$ cat src/hdl/ldc_pkg.sv
/*
  shared constants of the led dimming configuration register bank:
  register offsets, reset values, field positions and timing counts.
  assumes a 10 MHz core clock and an 8-bit register address from the
  serial interface engine.
*/
package ldc_pkg;

  // register offsets
  localparam logic [7:0]  OFS_HOST_BRT   = 8'h00;
  localparam logic [7:0]  OFS_CURRENT    = 8'h02;
  localparam logic [7:0]  OFS_DIMSPREAD  = 8'h04;
  localparam logic [7:0]  OFS_SHORT      = 8'h06;

  // reset values
  localparam logic [15:0] RST_HOST_BRT   = 16'h0000;
  localparam logic [15:0] RST_CURRENT    = 16'h0fff;
  localparam logic [15:0] RST_DIMSPREAD  = 16'h08a3;
  localparam logic [15:0] RST_SHORT      = 16'h0100;
  localparam logic [15:0] LFSR_SEED      = 16'hace1;

  // field positions
  localparam int CUR_LSB     = 0;
  localparam int CUR_MSB     = 11;
  localparam int PSEUDO_BIT  = 14;
  localparam int RATE_LSB    = 12;
  localparam int RANGE_LSB   = 10;
  localparam int SRC_LSB     = 8;
  localparam int RAMP_LSB    = 5;
  localparam int DITHER_LSB  = 2;
  localparam int SMOOTH_BIT  = 1;

  // brightness source codes
  localparam logic [1:0]  SRC_PWM        = 2'h0;
  localparam logic [1:0]  SRC_HOST       = 2'h2;

  // ramp durations in ms for codes 1 to 7
  localparam logic [9:0]  RAMP_MS_1      = 10'h001;
  localparam logic [9:0]  RAMP_MS_2      = 10'h002;
  localparam logic [9:0]  RAMP_MS_3      = 10'h032;
  localparam logic [9:0]  RAMP_MS_4      = 10'h064;
  localparam logic [9:0]  RAMP_MS_5      = 10'h0c8;
  localparam logic [9:0]  RAMP_MS_6      = 10'h12c;
  localparam logic [9:0]  RAMP_MS_7      = 10'h1f4;

  // timing
  localparam int unsigned CLK_HZ         = 10_000_000;
  localparam int unsigned CLK_PERIOD_NS  = 100;
  localparam int unsigned MS_NS          = 1_000_000;
  localparam int unsigned MS_CYC         = MS_NS / CLK_PERIOD_NS;
  localparam int unsigned RAMP_STEPS     = 256;
  localparam int unsigned MOD_STEPS      = 128;
  localparam int unsigned MOD_HZ_0       = 200;
  localparam int unsigned MOD_HZ_1       = 500;
  localparam int unsigned MOD_HZ_2       = 800;
  localparam int unsigned MOD_HZ_3       = 1200;
  localparam logic [8:0]  MOD_CYC_0 = 9'(CLK_HZ / (MOD_HZ_0 * MOD_STEPS));
  localparam logic [8:0]  MOD_CYC_1 = 9'(CLK_HZ / (MOD_HZ_1 * MOD_STEPS));
  localparam logic [8:0]  MOD_CYC_2 = 9'(CLK_HZ / (MOD_HZ_2 * MOD_STEPS));
  localparam logic [8:0]  MOD_CYC_3 = 9'(CLK_HZ / (MOD_HZ_3 * MOD_STEPS));

endpackage

$ cat src/hdl/ldc_ramp.sv
/*
  brightness ramp: moves the output level toward the target in 256
  steps spread over the selected duration, with optional smoothing.
  assumes target is stable between changes and clk runs at 10 MHz.
*/
`timescale 1ns/10ps
module ldc_ramp #(
  parameter int unsigned MS_CYC = ldc_pkg::MS_CYC
) (
  // clock and reset
  input  wire logic        clk,
  input  wire logic        rst_n,
  // control
  input  wire logic [15:0] target,
  input  wire logic [2:0]  dur_code,
  input  wire logic        smooth,
  // result
  output logic      [15:0] level
);

  localparam int unsigned PRE_CYC = (MS_CYC / ldc_pkg::RAMP_STEPS > 0) ?
                                    MS_CYC / ldc_pkg::RAMP_STEPS : 1;
  localparam logic [15:0] PRE_LAST = 16'(PRE_CYC - 1);

  function automatic logic [9:0] ramp_ms(input logic [2:0] c);
    unique case (c)
      3'h1:    ramp_ms = ldc_pkg::RAMP_MS_1;
      3'h2:    ramp_ms = ldc_pkg::RAMP_MS_2;
      3'h3:    ramp_ms = ldc_pkg::RAMP_MS_3;
      3'h4:    ramp_ms = ldc_pkg::RAMP_MS_4;
      3'h5:    ramp_ms = ldc_pkg::RAMP_MS_5;
      3'h6:    ramp_ms = ldc_pkg::RAMP_MS_6;
      3'h7:    ramp_ms = ldc_pkg::RAMP_MS_7;
      default: ramp_ms = 10'h001;
    endcase
  endfunction

  logic        [15:0] pre_cnt;
  logic        [10:0] unit_cnt;
  logic        [15:0] lin;
  logic        [15:0] filt;
  logic        [15:0] prev_target;
  logic        [15:0] step;

  wire         [9:0]  unit_ms   = ramp_ms(dur_code);
  // advanced mode doubles the step interval
  wire         [10:0] unit_len  = smooth ? {unit_ms, 1'b0}
                                         : {1'b0, unit_ms};
  wire         [10:0] unit_last = unit_len - 11'h001;
  wire                pre_tick  = (pre_cnt == PRE_LAST);
  // >= so a shorter duration picked mid-unit never waits for a wrap
  wire                unit_end  = pre_tick && (unit_cnt >= unit_last);
  wire                bypass    = (dur_code == 3'h0);
  wire                step_tick = unit_end && !bypass;
  wire         [15:0] abs_diff  = (target > prev_target) ?
                                  target - prev_target : prev_target - target;
  wire         [15:0] new_step  = (abs_diff[15:8] == 8'h00) ? 16'h0001
                                  : {8'h00, abs_diff[15:8]};
  wire         [15:0] up_room   = target - lin;
  wire         [15:0] dn_room   = lin - target;
  wire         [15:0] next_lin  = (lin < target) ?
                                  ((up_room > step) ? lin + step : target) :
                                  ((dn_room > step) ? lin - step : target);
  wire signed  [16:0] fdiff     = $signed({1'b0, next_lin})
                                  - $signed({1'b0, filt});
  wire signed  [16:0] fsum      = $signed({1'b0, filt}) + (fdiff >>> 2);
  wire                fnear     = (fdiff < 17'sd4) && (fdiff > -17'sd4);
  wire         [15:0] next_filt = fnear ? next_lin : fsum[15:0];

  assign level = smooth ? filt : lin;

  always_ff @(posedge clk or negedge rst_n) begin
    if (!rst_n) begin
      pre_cnt  <= 16'h0000;
      unit_cnt <= 11'h000;
    end else begin
      pre_cnt  <= pre_tick ? 16'h0000 : pre_cnt + 16'h0001;
      if (unit_end)
        unit_cnt <= 11'h000;
      else if (pre_tick)
        unit_cnt <= unit_cnt + 11'h001;
    end
  end

  always_ff @(posedge clk or negedge rst_n) begin
    if (!rst_n) begin
      prev_target <= 16'h0000;
      step        <= 16'h0001;
    end else if (target != prev_target) begin
      prev_target <= target;
      step        <= new_step;
    end
  end

  always_ff @(posedge clk or negedge rst_n) begin
    if (!rst_n) begin
      lin  <= 16'h0000;
      filt <= 16'h0000;
    end else if (bypass) begin
      lin  <= target;
      filt <= target;
    end else if (step_tick) begin
      lin  <= next_lin;
      filt <= next_filt;
    end
  end

  a_ramp_hold: assert property (@(posedge clk) disable iff (!rst_n)
    (!bypass && !step_tick) |=> ($stable(lin) && $stable(filt)))
    else $error("ramp level moved between steps");

  a_ramp_bypass: assert property (@(posedge clk) disable iff (!rst_n)
    bypass |=> (lin == $past(target)))
    else $error("disabled ramp did not follow target");

  a_step_spacing: assert property (@(posedge clk) disable iff (!rst_n)
    (step_tick && smooth && $stable(smooth)) |=> !step_tick [*8])
    else $error("advanced ramp steps too close");

endmodule // ldc_ramp

$ cat src/hdl/ldc_config_regs.sv
/*
  configuration register bank of a six-channel led driver: current
  level, spread spectrum, brightness source, ramp and dither settings.
  assumes a register access port driven by the serial interface engine
  and a measured pwm duty input, both synchronous to clk.
*/
// What this block does
// - 12-bit shared current level, resets all ones
// - bit 14 enables pseudo-random spread modulation
// - bits 13-12 pick modulation rate 200Hz-1.2kHz
// - bits 11-10 pick spread deviation, reset code 2
// - bits 9-8 pick pwm pin or host brightness
// - bits 7-5 pick ramp duration, zero disables
// - advanced ramp lengthens and smooths transitions
// - bits 4-2 pick zero to four dither bits
// - bit 1 selects advanced ramp, resets set
// - config resets 08a3h, short detect 0100h
// - host brightness register at 00h, 16 bits
`timescale 1ns/10ps
module ldc_config_regs #(
  parameter int unsigned MS_CYC = ldc_pkg::MS_CYC
) (
  // clock and reset
  input  wire logic        clk,
  input  wire logic        rst_n,
  // register access port
  input  wire logic        reg_wr,
  input  wire logic        reg_rd,
  input  wire logic [7:0]  reg_addr,
  input  wire logic [15:0] reg_wdata,
  output logic      [15:0] reg_rdata,
  output logic             reg_rd_valid,
  // measured pwm pin duty
  input  wire logic [15:0] pwm_duty,
  // current sink setting
  output logic      [11:0] global_current_level,
  // boost spread spectrum
  output logic             spread_pseudo_enable,
  output logic      [1:0]  spread_modulation_rate,
  output logic      [1:0]  spread_range,
  output logic      [6:0]  boost_oscillator_offset,
  // brightness path
  output logic      [1:0]  brightness_source_select,
  output logic      [2:0]  ramp_duration_select,
  output logic      [2:0]  dither_depth,
  output logic             smooth_ramp_enable,
  output logic      [15:0] host_brightness_value,
  output logic      [15:0] brightness_duty,
  // short detect configuration
  output logic      [15:0] short_detect_config
);

  function automatic logic [15:0] dither_mask(input logic [2:0] d);
    unique case (d)
      3'h1:    dither_mask = 16'h0001;
      3'h2:    dither_mask = 16'h0003;
      3'h3:    dither_mask = 16'h0007;
      3'h4:    dither_mask = 16'h000f;
      default: dither_mask = 16'h0000;
    endcase
  endfunction

  logic [15:0] current_cfg;
  logic [15:0] dimspread_cfg;
  logic [15:0] lfsr;
  logic [8:0]  mod_cnt;
  logic        tri_down;
  logic        seen_wr;
  logic [15:0] ramp_level;

  // address decode
  wire        sel_brt   = (reg_addr == ldc_pkg::OFS_HOST_BRT);
  wire        sel_cur   = (reg_addr == ldc_pkg::OFS_CURRENT);
  wire        sel_dim   = (reg_addr == ldc_pkg::OFS_DIMSPREAD);
  wire        sel_short = (reg_addr == ldc_pkg::OFS_SHORT);
  wire [15:0] rd_mux    = sel_brt   ? host_brightness_value :
                          sel_cur   ? current_cfg :
                          sel_dim   ? dimspread_cfg :
                          sel_short ? short_detect_config : 16'h0000;

  // field views
  assign global_current_level =
    current_cfg[ldc_pkg::CUR_MSB:ldc_pkg::CUR_LSB];
  assign spread_pseudo_enable     = dimspread_cfg[ldc_pkg::PSEUDO_BIT];
  assign spread_modulation_rate   = dimspread_cfg[ldc_pkg::RATE_LSB+:2];
  assign spread_range             =
    dimspread_cfg[ldc_pkg::RANGE_LSB+:2];
  assign brightness_source_select = dimspread_cfg[ldc_pkg::SRC_LSB+:2];
  assign ramp_duration_select     = dimspread_cfg[ldc_pkg::RAMP_LSB+:3];
  assign dither_depth             = dimspread_cfg[ldc_pkg::DITHER_LSB+:3];
  assign smooth_ramp_enable       =
    dimspread_cfg[ldc_pkg::SMOOTH_BIT];

  // brightness source, reserved codes fall back to the pwm pin
  wire        host_src    = (brightness_source_select
                             == ldc_pkg::SRC_HOST);
  wire [15:0] bright_target = host_src ? host_brightness_value
                                       : pwm_duty;

  // spread modulation step rate
  wire [8:0]  mod_period = (spread_modulation_rate == 2'h0) ?
                             ldc_pkg::MOD_CYC_0 :
                           (spread_modulation_rate == 2'h1) ?
                             ldc_pkg::MOD_CYC_1 :
                           (spread_modulation_rate == 2'h2) ?
                             ldc_pkg::MOD_CYC_2 : ldc_pkg::MOD_CYC_3;
  wire        mod_tick   = (mod_cnt >= mod_period - 9'h001);
  wire        lfsr_fb    = lfsr[15] ^ lfsr[13] ^ lfsr[12] ^ lfsr[10];
  wire [15:0] next_lfsr  = {lfsr[14:0], lfsr_fb};
  wire        tri_top    = (boost_oscillator_offset == 7'h7f);
  wire        tri_bot    = (boost_oscillator_offset == 7'h00);
  // turn at the ends instead of wrapping through zero
  wire        next_tri_down   = tri_down ? !tri_bot : tri_top;
  wire [6:0]  next_tri_offset = next_tri_down ?
                                  boost_oscillator_offset - 7'h01 :
                                  boost_oscillator_offset + 7'h01;

  // dither adds masked noise on top of the ramp level, saturating
  wire [16:0] dith_sum   = {1'b0, ramp_level}
                           + {1'b0, lfsr & dither_mask(dither_depth)};
  wire [15:0] next_duty  = dith_sum[16] ? 16'hffff : dith_sum[15:0];

  ldc_ramp #(
    .MS_CYC   (MS_CYC)
  ) u_ramp (
    .clk      (clk),
    .rst_n    (rst_n),
    .target   (bright_target),
    .dur_code (ramp_duration_select),
    .smooth   (smooth_ramp_enable),
    .level    (ramp_level)
  );

  // register writes, all bits stored as written
  always_ff @(posedge clk or negedge rst_n) begin
    if (!rst_n) begin
      host_brightness_value <= ldc_pkg::RST_HOST_BRT;
      current_cfg           <= ldc_pkg::RST_CURRENT;
      dimspread_cfg         <= ldc_pkg::RST_DIMSPREAD;
      short_detect_config   <= ldc_pkg::RST_SHORT;
    end else if (reg_wr) begin
      if (sel_brt)
        host_brightness_value <= reg_wdata;
      if (sel_cur)
        current_cfg <= reg_wdata;
      if (sel_dim)
        dimspread_cfg <= reg_wdata;
      if (sel_short)
        short_detect_config <= reg_wdata;
    end
  end

  // read data, unmapped offsets read zero
  always_ff @(posedge clk or negedge rst_n) begin
    if (!rst_n) begin
      reg_rdata    <= 16'h0000;
      reg_rd_valid <= 1'b0;
    end else begin
      reg_rd_valid <= reg_rd;
      if (reg_rd)
        reg_rdata <= rd_mux;
    end
  end

  // boost oscillator offset: triangle sweep or pseudo-random values
  always_ff @(posedge clk or negedge rst_n) begin
    if (!rst_n) begin
      mod_cnt                 <= 9'h000;
      tri_down                <= 1'b0;
      boost_oscillator_offset <= 7'h00;
      lfsr                    <= ldc_pkg::LFSR_SEED;
    end else begin
      lfsr    <= next_lfsr;
      mod_cnt <= mod_tick ? 9'h000 : mod_cnt + 9'h001;
      if (mod_tick) begin
        if (spread_pseudo_enable) begin
          boost_oscillator_offset <= lfsr[6:0];
        end else begin
          boost_oscillator_offset <= next_tri_offset;
          tri_down                <= next_tri_down;
        end
      end
    end
  end

  always_ff @(posedge clk or negedge rst_n) begin
    if (!rst_n)
      brightness_duty <= 16'h0000;
    else
      brightness_duty <= next_duty;
  end

  // assertion helper: no write seen since reset
  always_ff @(posedge clk or negedge rst_n) begin
    if (!rst_n)
      seen_wr <= 1'b0;
    else if (reg_wr)
      seen_wr <= 1'b1;
  end

  a_current_write: assert property (@(posedge clk) disable iff (!rst_n)
    (reg_wr && sel_cur) |=>
      global_current_level == $past(reg_wdata[11:0]))
    else $error("current level not taken from write");

  a_pseudo_value: assert property (@(posedge clk) disable iff (!rst_n)
    (mod_tick && spread_pseudo_enable) |=>
      boost_oscillator_offset == $past(lfsr[6:0]))
    else $error("pseudo-random offset not applied");

  a_mod_spacing: assert property (@(posedge clk) disable iff (!rst_n)
    mod_tick |=> !mod_tick [*8])
    else $error("modulation steps too close");

  a_range_write: assert property (@(posedge clk) disable iff (!rst_n)
    (reg_wr && sel_dim) |=>
      spread_range == $past(reg_wdata[11:10]))
    else $error("spread range not taken from write");

  a_source_route: assert property (@(posedge clk) disable iff (!rst_n)
    (ramp_duration_select == 3'h0 && $stable(ramp_duration_select)
     && host_src && dither_depth == 3'h0 && !(reg_wr && sel_dim)) |=> ##1
      brightness_duty == $past(host_brightness_value, 2))
    else $error("host brightness not routed to duty");

  a_dither_off: assert property (@(posedge clk) disable iff (!rst_n)
    (dither_depth == 3'h0) |=> brightness_duty == $past(ramp_level))
    else $error("duty differs from ramp level without dither");

  a_dither_bound: assert property (@(posedge clk) disable iff (!rst_n)
    (dither_depth == 3'h4 && !ramp_level[15]) |=>
      (brightness_duty - $past(ramp_level)) <= 16'h000f)
    else $error("dither exceeds four bits");

  a_reset_values: assert property (@(posedge clk) disable iff (!rst_n)
    !seen_wr |-> (dimspread_cfg == ldc_pkg::RST_DIMSPREAD
                  && short_detect_config == ldc_pkg::RST_SHORT
                  && smooth_ramp_enable))
    else $error("configuration lost reset value");

  a_brt_readback: assert property (@(posedge clk) disable iff (!rst_n)
    (reg_wr && sel_brt) ##1 !reg_wr ##1 (reg_rd && sel_brt && !reg_wr) |=>
      reg_rdata == $past(reg_wdata, 3))
    else $error("host brightness read back wrong");

  a_config_keep: assert property (@(posedge clk) disable iff (!rst_n)
    (reg_wr && sel_dim) |=> dimspread_cfg == $past(reg_wdata))
    else $error("configuration word not stored whole");

endmodule // ldc_config_regs

$ cat config.mk
export PLATFORM = sky130hd
export DESIGN_NAME = ldc_config_regs
export DESIGN_NICKNAME = d
export VERILOG_FILES = /design/src/hdl/ldc_pkg.sv /design/src/hdl/ldc_ramp.sv /design/src/hdl/ldc_config_regs.sv
export SDC_FILE = /design/constraint.sdc
export NUM_CORES = 1
export LEC_CHECK = 0
export BUFFER_PORTS_ARGS = -buffer_cell sky130_fd_sc_hd__buf_2
export CAP_MARGIN = 20
export CORE_AREA = 8 8 181 183
export DETAILED_ROUTE_END_ITERATION = 8
export DIE_AREA = 0 0 189 191
export MAX_ROUTING_LAYER = met4
export PLACE_DENSITY = 0.83
export SKIP_CTS_REPAIR_TIMING = 1
export SYNTH_ARGS = -nofsm -noshare
export SYNTH_HDL_FRONTEND = slang
export SYNTH_HIERARCHICAL = 1
export SYNTH_SLANG_ARGS = --single-unit
export TNS_END_PERCENT = 30
$ cat constraint.sdc
create_clock -name clk -period 9.9 [get_ports clk]
set_clock_uncertainty 0.1 [all_clocks]
set_input_delay 2.97 -clock clk [delete_from_list [all_inputs] [get_ports clk]]
set_output_delay 2.97 -clock clk [all_outputs]
set_load 0.02 [all_outputs]
* Yosys cells after proc, flatten, opt, wreduce, memory -nomap -nowiden
Cells that the tools add are included.
** Storage, ports and cells
- Bits in registers :: 221
- Bits of input ports :: 44
- Logic and storage cells :: 112
** Operators by class
- Add/sub/neg operators :: 16
- $lt $le $gt $ge :: 8
- Equality and inequality tests :: 19
- Muxes and demuxes :: 30
- Bitwise operators :: 5
- Reduce and logical (&&, ||, !) cells :: 17
** Operator list (count)
- 2-to-1 mux 16 bit :: 17
- subtractor 16 bit :: 5
- one-hot mux 9 bit (6 select lines) :: 1
- greater-than comparator 16 bit :: 3
- 2-to-1 mux 11 bit :: 2
- 2-to-1 mux 9 bit :: 2
- adder 16 x 16 -> 17 bit :: 1
- greater-than comparator 17 x 3 -> 1 bit, second input constant :: 1
- < comparator 17 x 4 -> 1 bit, second input constant :: 1
- subtractor 16 x 16 -> 17 bit :: 1
- adder 16 x 1 -> 16 bit, second input constant :: 1
- adder 16 x 15 -> 16 bit :: 1
- adder 16 bit :: 1
- bitwise AND 16 bit :: 1
- equality test 16 x 6 -> 1 bit, second input constant :: 1
- equality test 8 x 3 -> 1 bit, second input constant :: 2
- logical NOT 8 bit :: 2
- < comparator 16 bit :: 1
- 2-to-1 mux 8 bit :: 2
- inequality test 16 bit :: 1
- one-hot mux 4 bit (4 select lines) :: 1
- equality test 3 bit, second input constant :: 5
- 2-to-1 mux 7 bit :: 2
- equality test 3 x 2 -> 1 bit, second input constant :: 4
- 25 further kinds :: 36

* Depth between registers and ports, before layout
- Word-level depth :: 12
- Depth in mapped cells :: 41
- Depth with buffers taken out :: 38

* Modules after synthesis
The synthesis kept the hierarchy.
** By module, submodules not included
- ldc_ramp :: instances 1, cells each 1294, area each 10286.1 µm², sequential area each 2078.2 µm²
- ldc_config_regs :: instances 1, cells each 517, area each 6404.9 µm², sequential area each 3285.7 µm²

* Least setup slack after synthesis
No wires, ideal clock.
- Kind :: input -> register
- Start point :: input port pwm_duty[2]
- End point :: register u_ramp.filt[12]
- Arrival time :: 9.563 ns
- Data required time :: 9.666 ns
- Slack :: 0.103 ns
- Stages on the path :: 36
- Cells stage by stage :: mux2_2 > inv_1 > ha_1 > buf_2 > o21a_1 > o31a_1 > o21ai_1 > xnor2_1 > ha_1 > a21oi_1 > o21ai_0 > o22ai_1 > o2111ai_1 > or4_4 > nor3_2 > a21o_4 > buf_6 > mux2i_1 > inv_1 > ha_1 > inv_1 > fa_1 > a211oi_1 > nor2_1 > xor2_1 > ha_1 > a21o_1 > a21oi_1 > o21bai_1 > a31oi_1 > o21ai_0 > o41a_1 > xnor2_1 > nor2_1 > a222oi_1 > o21ai_1
** Between the ends
- Word-level cells in the longest chain between the ends :: 11
** Ends and longest elaborated chain
- start, declared :: RTL line ldc_config_regs.sv:34 : input wire logic [15:0] pwm_duty,
- 2-to-1 mux 16 bit (*) :: RTL line ldc_config_regs.sv:97 : wire [15:0] bright_target = host_src ? host_brightness_value
- subtractor 16 bit, on equally long branches :: RTL line ldc_ramp.sv:60, ldc_ramp.sv:59
- greater-than comparator 16 bit, on equally long branches :: RTL line ldc_ramp.sv:63, ldc_ramp.sv:62
- 2-to-1 mux 16 bit, on equally long branches :: RTL line ldc_ramp.sv:63, ldc_ramp.sv:62
- 2-to-1 mux 16 bit (*) :: RTL line ldc_ramp.sv:61 : wire [15:0] next_lin = (lin < target) ?
- subtractor 16 x 16 -> 17 bit :: RTL line ldc_ramp.sv:65 : - $signed({1'b0, filt});
- < comparator 17 x 4 -> 1 bit / greater-than comparator 17 x 3 -> 1 bit (equally long branches) :: RTL line ldc_ramp.sv:67 : wire fnear = (fdiff < 17'sd4) && (fdiff > -17'sd4);
- logical AND 1 bit :: RTL line ldc_ramp.sv:67
- 2-to-1 mux 16 bit (*) :: RTL line ldc_ramp.sv:68 : wire [15:0] next_filt = fnear ? next_lin : fsum[15:0];
- 2-to-1 mux 16 bit (*) :: RTL line ldc_ramp.sv:102 : end else if (step_tick) begin
- 2-to-1 mux 16 bit (*) :: RTL line ldc_ramp.sv:99 : end else if (bypass) begin
- end signal, assigned :: RTL line ldc_ramp.sv:101 : filt <= target;
- end signal, assigned :: RTL line ldc_ramp.sv:104 : filt <= next_filt;
- end, declared :: RTL line ldc_ramp.sv:41 : logic [15:0] filt;
Every way passes the cells marked *; elsewhere a longest branch is shown, timed or not. The select of a mux whose other input is x is not followed.
A chain may end at the register's enable or synchronous reset.

* Worst setup path in the final report
- Start point :: input port pwm_duty[0]
- End point :: register u_ramp.filt[15]
** Between the ends
- Word-level cells in the longest chain between the ends :: 11
** Ends and longest elaborated chain (RTL line)
- 2-to-1 mux 16 bit (*) :: ldc_config_regs.sv:97
- net bright_target[0] :: ldc_config_regs.sv:97
- subtractor 16 bit, on equally long branches :: ldc_ramp.sv:60, ldc_ramp.sv:59
- greater-than comparator 16 bit, on equally long branches :: ldc_ramp.sv:63, ldc_ramp.sv:62
- 2-to-1 mux 16 bit, on equally long branches :: ldc_ramp.sv:63, ldc_ramp.sv:62
- 2-to-1 mux 16 bit (*) :: ldc_ramp.sv:61
- subtractor 16 x 16 -> 17 bit :: ldc_ramp.sv:65
- < comparator 17 x 4 -> 1 bit / greater-than comparator 17 x 3 -> 1 bit (equally long branches) :: ldc_ramp.sv:67
- logical AND 1 bit :: ldc_ramp.sv:67
- 2-to-1 mux 16 bit (*) :: ldc_ramp.sv:68
- 2-to-1 mux 16 bit (*) :: ldc_ramp.sv:102
- 2-to-1 mux 16 bit (*) :: ldc_ramp.sv:99
Mark *: on every way through the listed nets, which the timed path passes. The rest lies on a longest branch. The select of a mux whose other input is x is not followed.

==> results.py <==
metrics = {
    "place": {
        "pre_cts_slack_ps": -431,
        "port_buffers": 141,
        "placed_cells": 2420,
        "hpwl_um": 39800,
        "postPlaceCellArea_mm2": 0.0186,
        "routabilityCongestion": 1.10,
    },
    "detailed_routing": {
        "drt_iter0_drc": 1399,
        "dr_total_vias": 15300,
        "post-route-drc-count": 0,
        "drtPass1Iterations": 9,
        "vias_per_cell": 6.20,
        "totalWireLength_um": 52800,
        "ant_nets": 0,
        "wl_per_cell_um": 21.4,
    },
    "timing": {
        "rsz0062_at_grt": "yes",
        "min_period_ps": 9700,
        "setup-violations-final": 0,
        "setup_ws_ps": 198,
        "finalCritPeriodShare": 0.980,
        "slew_headroom": 0.277,
        "fmax_mhz": 103,
        "slew_viol_final": 0,
        "worstMarginPinSlew_ps": 1080,
        "finalHoldViolCount": 0,
    },
    "final_layout": {
        "postLayoutCoreUtil": 0.656,
        "instances_no_fill": 2470,
        "fill_cells": 2409,
        "drive_above_1_share": 0.271,
        "area_growth_pct": 18.0,
        "finalInstanceArea_mm2": 0.0197,
        "fin_nets": 2265,
    },
    "floorplan": {
        "die_x_um": 189,
        "core_mm2": 0.0300,
        "rows": 64,
        "design.die.area_mm2": 0.0361,
        "die_h_um": 191,
        "initial_utilization": 0.556,
        "num_io_pins": 142,
    },
    "synthesis": {
        "yosysWarningCount": 6,
        "ys.flop_type": "dfrtp_1",
        "ys_types": 105,
        "syn_nets": 2022,
        "async_flop_share": 1.00,
        "synth_area_mm2": 0.0167,
        "netlist_instances": 1811,
        "ys_ff_latch": 213,
        "synth_edf_count": 0,
        "yosysSeqAreaShare": 0.321,
        "syn_avg_cell_area_um2": 9.22,
    },
    "critical_path": {
        "arrival_ps": 10010,
        "cpPeakStageDelay_ps": 470,
        "critPathLaunchType": "input pin",
        "critPathRequiredTime_ps": 10210,
        "cp-end-kind": "flop",
        "critPathKind": "in2reg",
        "crit_top_cell": "a21oi_1",
        "reg2reg_slack_ps": 1310,
        "crit_slowest_cell": "or4_4",
        "worst-path-buf-inv": 5,
        "critPathTopFamily": "compound AO/OA/AOI/OAI gates",
        "cp_max_fo": 11,
    },
    "global_routing": {
        "grt_first_pass_wirelength_um": 82000,
        "grt_antenna_before_repair": 1,
        "use_met1": 0.350,
        "top_usage_layer": "met2",
        "gr-total-overflow": 0,
        "grt_util_all_layers": 0.289,
        "grt_start_max_net_pins": 135,
        "grtUsageMet2": 0.482,
        "grtUsageMet3": 0.0502,
        "first_global_vias": 15200,
    },
    "clocking": {
        "clk_latency_ps": 560,
        "clock-sinks": 213,
        "cts_tree": "yes",
        "clockRootBuffer": "clkbuf_16",
        "clock_path_buffers": 3,
        "path_clk_slew_ps": 60,
        "numCtsBuffers": 25,
        "htree_levels": 1,
    },
    "pwr": {
        "p_leak_nw": 9.50,
        "ir_worst_vdd_mv": 0.190,
        "share_comb_of_total_power": 0.584,
        "switching_share": 0.410,
        "power_frac_seq": 0.213,
        "power_mw": 4.90,
        "p_sw_mw": 2.01,
        "power_density_mw_per_mm2": 249,
        "p_int_mw": 2.89,
        "power_frac_clock": 0.203,
    },
    "worst_hold_path": {
        "min_path_type": "reg2reg",
    },
    "flow_run": {
        "drv_cap": 0,
    },
    "run_status": {
        "outcome": "complete, no violations",
    },
}
[worst register-to-register path, delay by kind of cell, from the launching register on]
| family | cells | cell delay [ps] |
|---|---|---|
| DFF | 1 | 400 |
| buffers and inverters | 5 | 810 |
| and+or+nand+nor | 4 | 1410 |
| adders and majority gates | 5 | 1420 |
| muxes | 1 | 390 |
| AOI/OAI and AO/OA | 19 | 3610 |
| xor gates and xnor gates | 2 | 280 |
[power by group through the flow]
stage | Combinational, mW | Sequential [mW] | Clock (mW)
6_report | 2.86 | 1.05 | 0.993
5_1_grt | 3.10 | 1.05 | 1.04
3_5_place_dp | 2.66 | 1.05 | 0
3_3_place_gp | 2.58 | 1.05 | 0
2_1_floorplan | 1.68 | 1.05 | 0
4_1_cts | 2.69 | 1.04 | 1.00
[per-layer routing]
metal  wire length (µm)  part of all wire
met1              21000              0.40
met4               2260             0.043
met5                  0                 0
met2              25300              0.48
met3               4300             0.081
[cells by family (layout without fill, tap and decap cells)]
| kind of cell | after synthesis | in the layout | share of synthesized area |
|---|---|---|---|
| muxes | 121 | 121 | 0.0915 |
| AOI/OAI and AO/OA | 470 | 470 | 0.191 |
| buffers and inverters | 241 | 503 | 0.0651 |
| other | 0 | 1 | 0 |
| xor gates and xnor gates | 101 | 101 | 0.0530 |
| adders and majority gates | 167 | 167 | 0.129 |
| DFF | 213 | 213 | 0.321 |
| and+or+nand+nor | 498 | 498 | 0.149 |
[path summary, 6_finish.rpt]
kind / end / cells past startpoint / startpoint
worst min-delay path: lfsr[9] / 0 / lfsr[8]
max in group asynchronous: current_cfg[0] / 3 / rst_n
worst max register to register: u_ramp/filt[15] / 36 / dimspread_cfg[9]
worst min register to register: lfsr[9] / 0 / lfsr[8]
min in group asynchronous: u_ramp/pre_cnt[0] / 1 / rst_n
worst max-delay path: u_ramp/filt[15] / 35 / pwm_duty[0]
[cells in the final DEF (no fill, tap or decap), drive strengths merged, types with 6 or more instances in the layout]
| master | netlist | final |
|---|---|---|
| a211oi | 11 | 11 |
| a21boi | 6 | 6 |
| a21o | 31 | 31 |
| a21oi | 118 | 118 |
| a221oi | 10 | 10 |
| a31oi | 22 | 22 |
| and2 | 14 | 14 |
| and3 | 24 | 24 |
| buf | 49 | 305 |
| clkbuf | 40 | 37 |
| dfrtp | 186 | 186 |
| dfstp | 27 | 27 |
| fa | 8 | 8 |
| ha | 159 | 159 |
| inv | 151 | 152 |
| mux2 | 90 | 90 |
| mux2i | 15 | 15 |
| mux4 | 16 | 16 |
| nand2 | 158 | 158 |
| nand2b | 16 | 16 |
| nand3 | 50 | 50 |
| nand4 | 21 | 21 |
| nor2 | 115 | 115 |
| nor2b | 26 | 26 |
| nor3 | 26 | 26 |
| nor4 | 8 | 8 |
| o211ai | 13 | 13 |
| o21a | 17 | 17 |
| o21ai | 119 | 119 |
| o21bai | 20 | 20 |
| o221ai | 7 | 7 |
| o22ai | 29 | 29 |
| o31a | 6 | 6 |
| o31ai | 13 | 13 |
| or2 | 9 | 9 |
| or3 | 10 | 10 |
| xnor2 | 71 | 71 |
| xor2 | 30 | 30 |
[final cells by class]
| type | instances | area (µm²) | area share |
|---|---|---|---|
| Multi-Input combinational cell | 1357 | 10400 | 0.528 |
| Sequential cell | 213 | 5360 | 0.272 |
| Timing Repair Buffer | 305 | 1970 | 0.100 |
| Clock buffer | 37 | 741 | 0.0376 |
| Inverter | 152 | 571 | 0.0290 |
| Tap cell | 396 | 495 | 0.0252 |
| Clock inverter | 9 | 145 | 0.00737 |
| Antenna cell | 1 | 2.50 | 0.000127 |
[cells in the mapped netlist (9+ instances only)]
| cell type | number | area [µm²] |
|---|---|---|
| buf_2 | 10 | 50.1 |
| nand2b_1 | 16 | 100 |
| o211ai_1 | 13 | 97.6 |
| o21ai_1 | 16 | 80.1 |
| nand3_1 | 50 | 250 |
| clkbuf_1 | 40 | 150 |
| dfstp_2 | 27 | 709 |
| mux4_2 | 16 | 360 |
| mux2_2 | 89 | 1000 |
| buf_4 | 28 | 210 |
| nand2_1 | 156 | 586 |
| o21ai_0 | 102 | 510 |
| o21a_1 | 17 | 128 |
| xor2_1 | 30 | 263 |
| or3_1 | 9 | 56.3 |
| and2_1 | 11 | 68.8 |
| a21oi_1 | 115 | 576 |
| o22ai_1 | 29 | 181 |
| o31ai_1 | 10 | 75.1 |
| dfrtp_1 | 186 | 4650 |
| mux2i_1 | 15 | 150 |
| nand4_1 | 19 | 119 |
| nor3_1 | 23 | 115 |
| o21bai_1 | 18 | 135 |
| ha_1 | 159 | 1990 |
| nor2_1 | 115 | 432 |
| a21o_1 | 30 | 225 |
| a31oi_1 | 22 | 138 |
| a211oi_1 | 9 | 67.6 |
| nor2b_1 | 26 | 163 |
| xnor2_1 | 71 | 622 |
| inv_1 | 151 | 567 |
| and3_1 | 23 | 144 |
[stage by stage]
stage                     hold WS [ps]  setup TNS [ps]
after global routing               253            -577
after CTS                          246               0
final                              244               0
after detailed placement           237           -5280
after global placement             234           -2330
after floorplan                    231               0
Note: power is estimated with default switching activity, not from simulation.
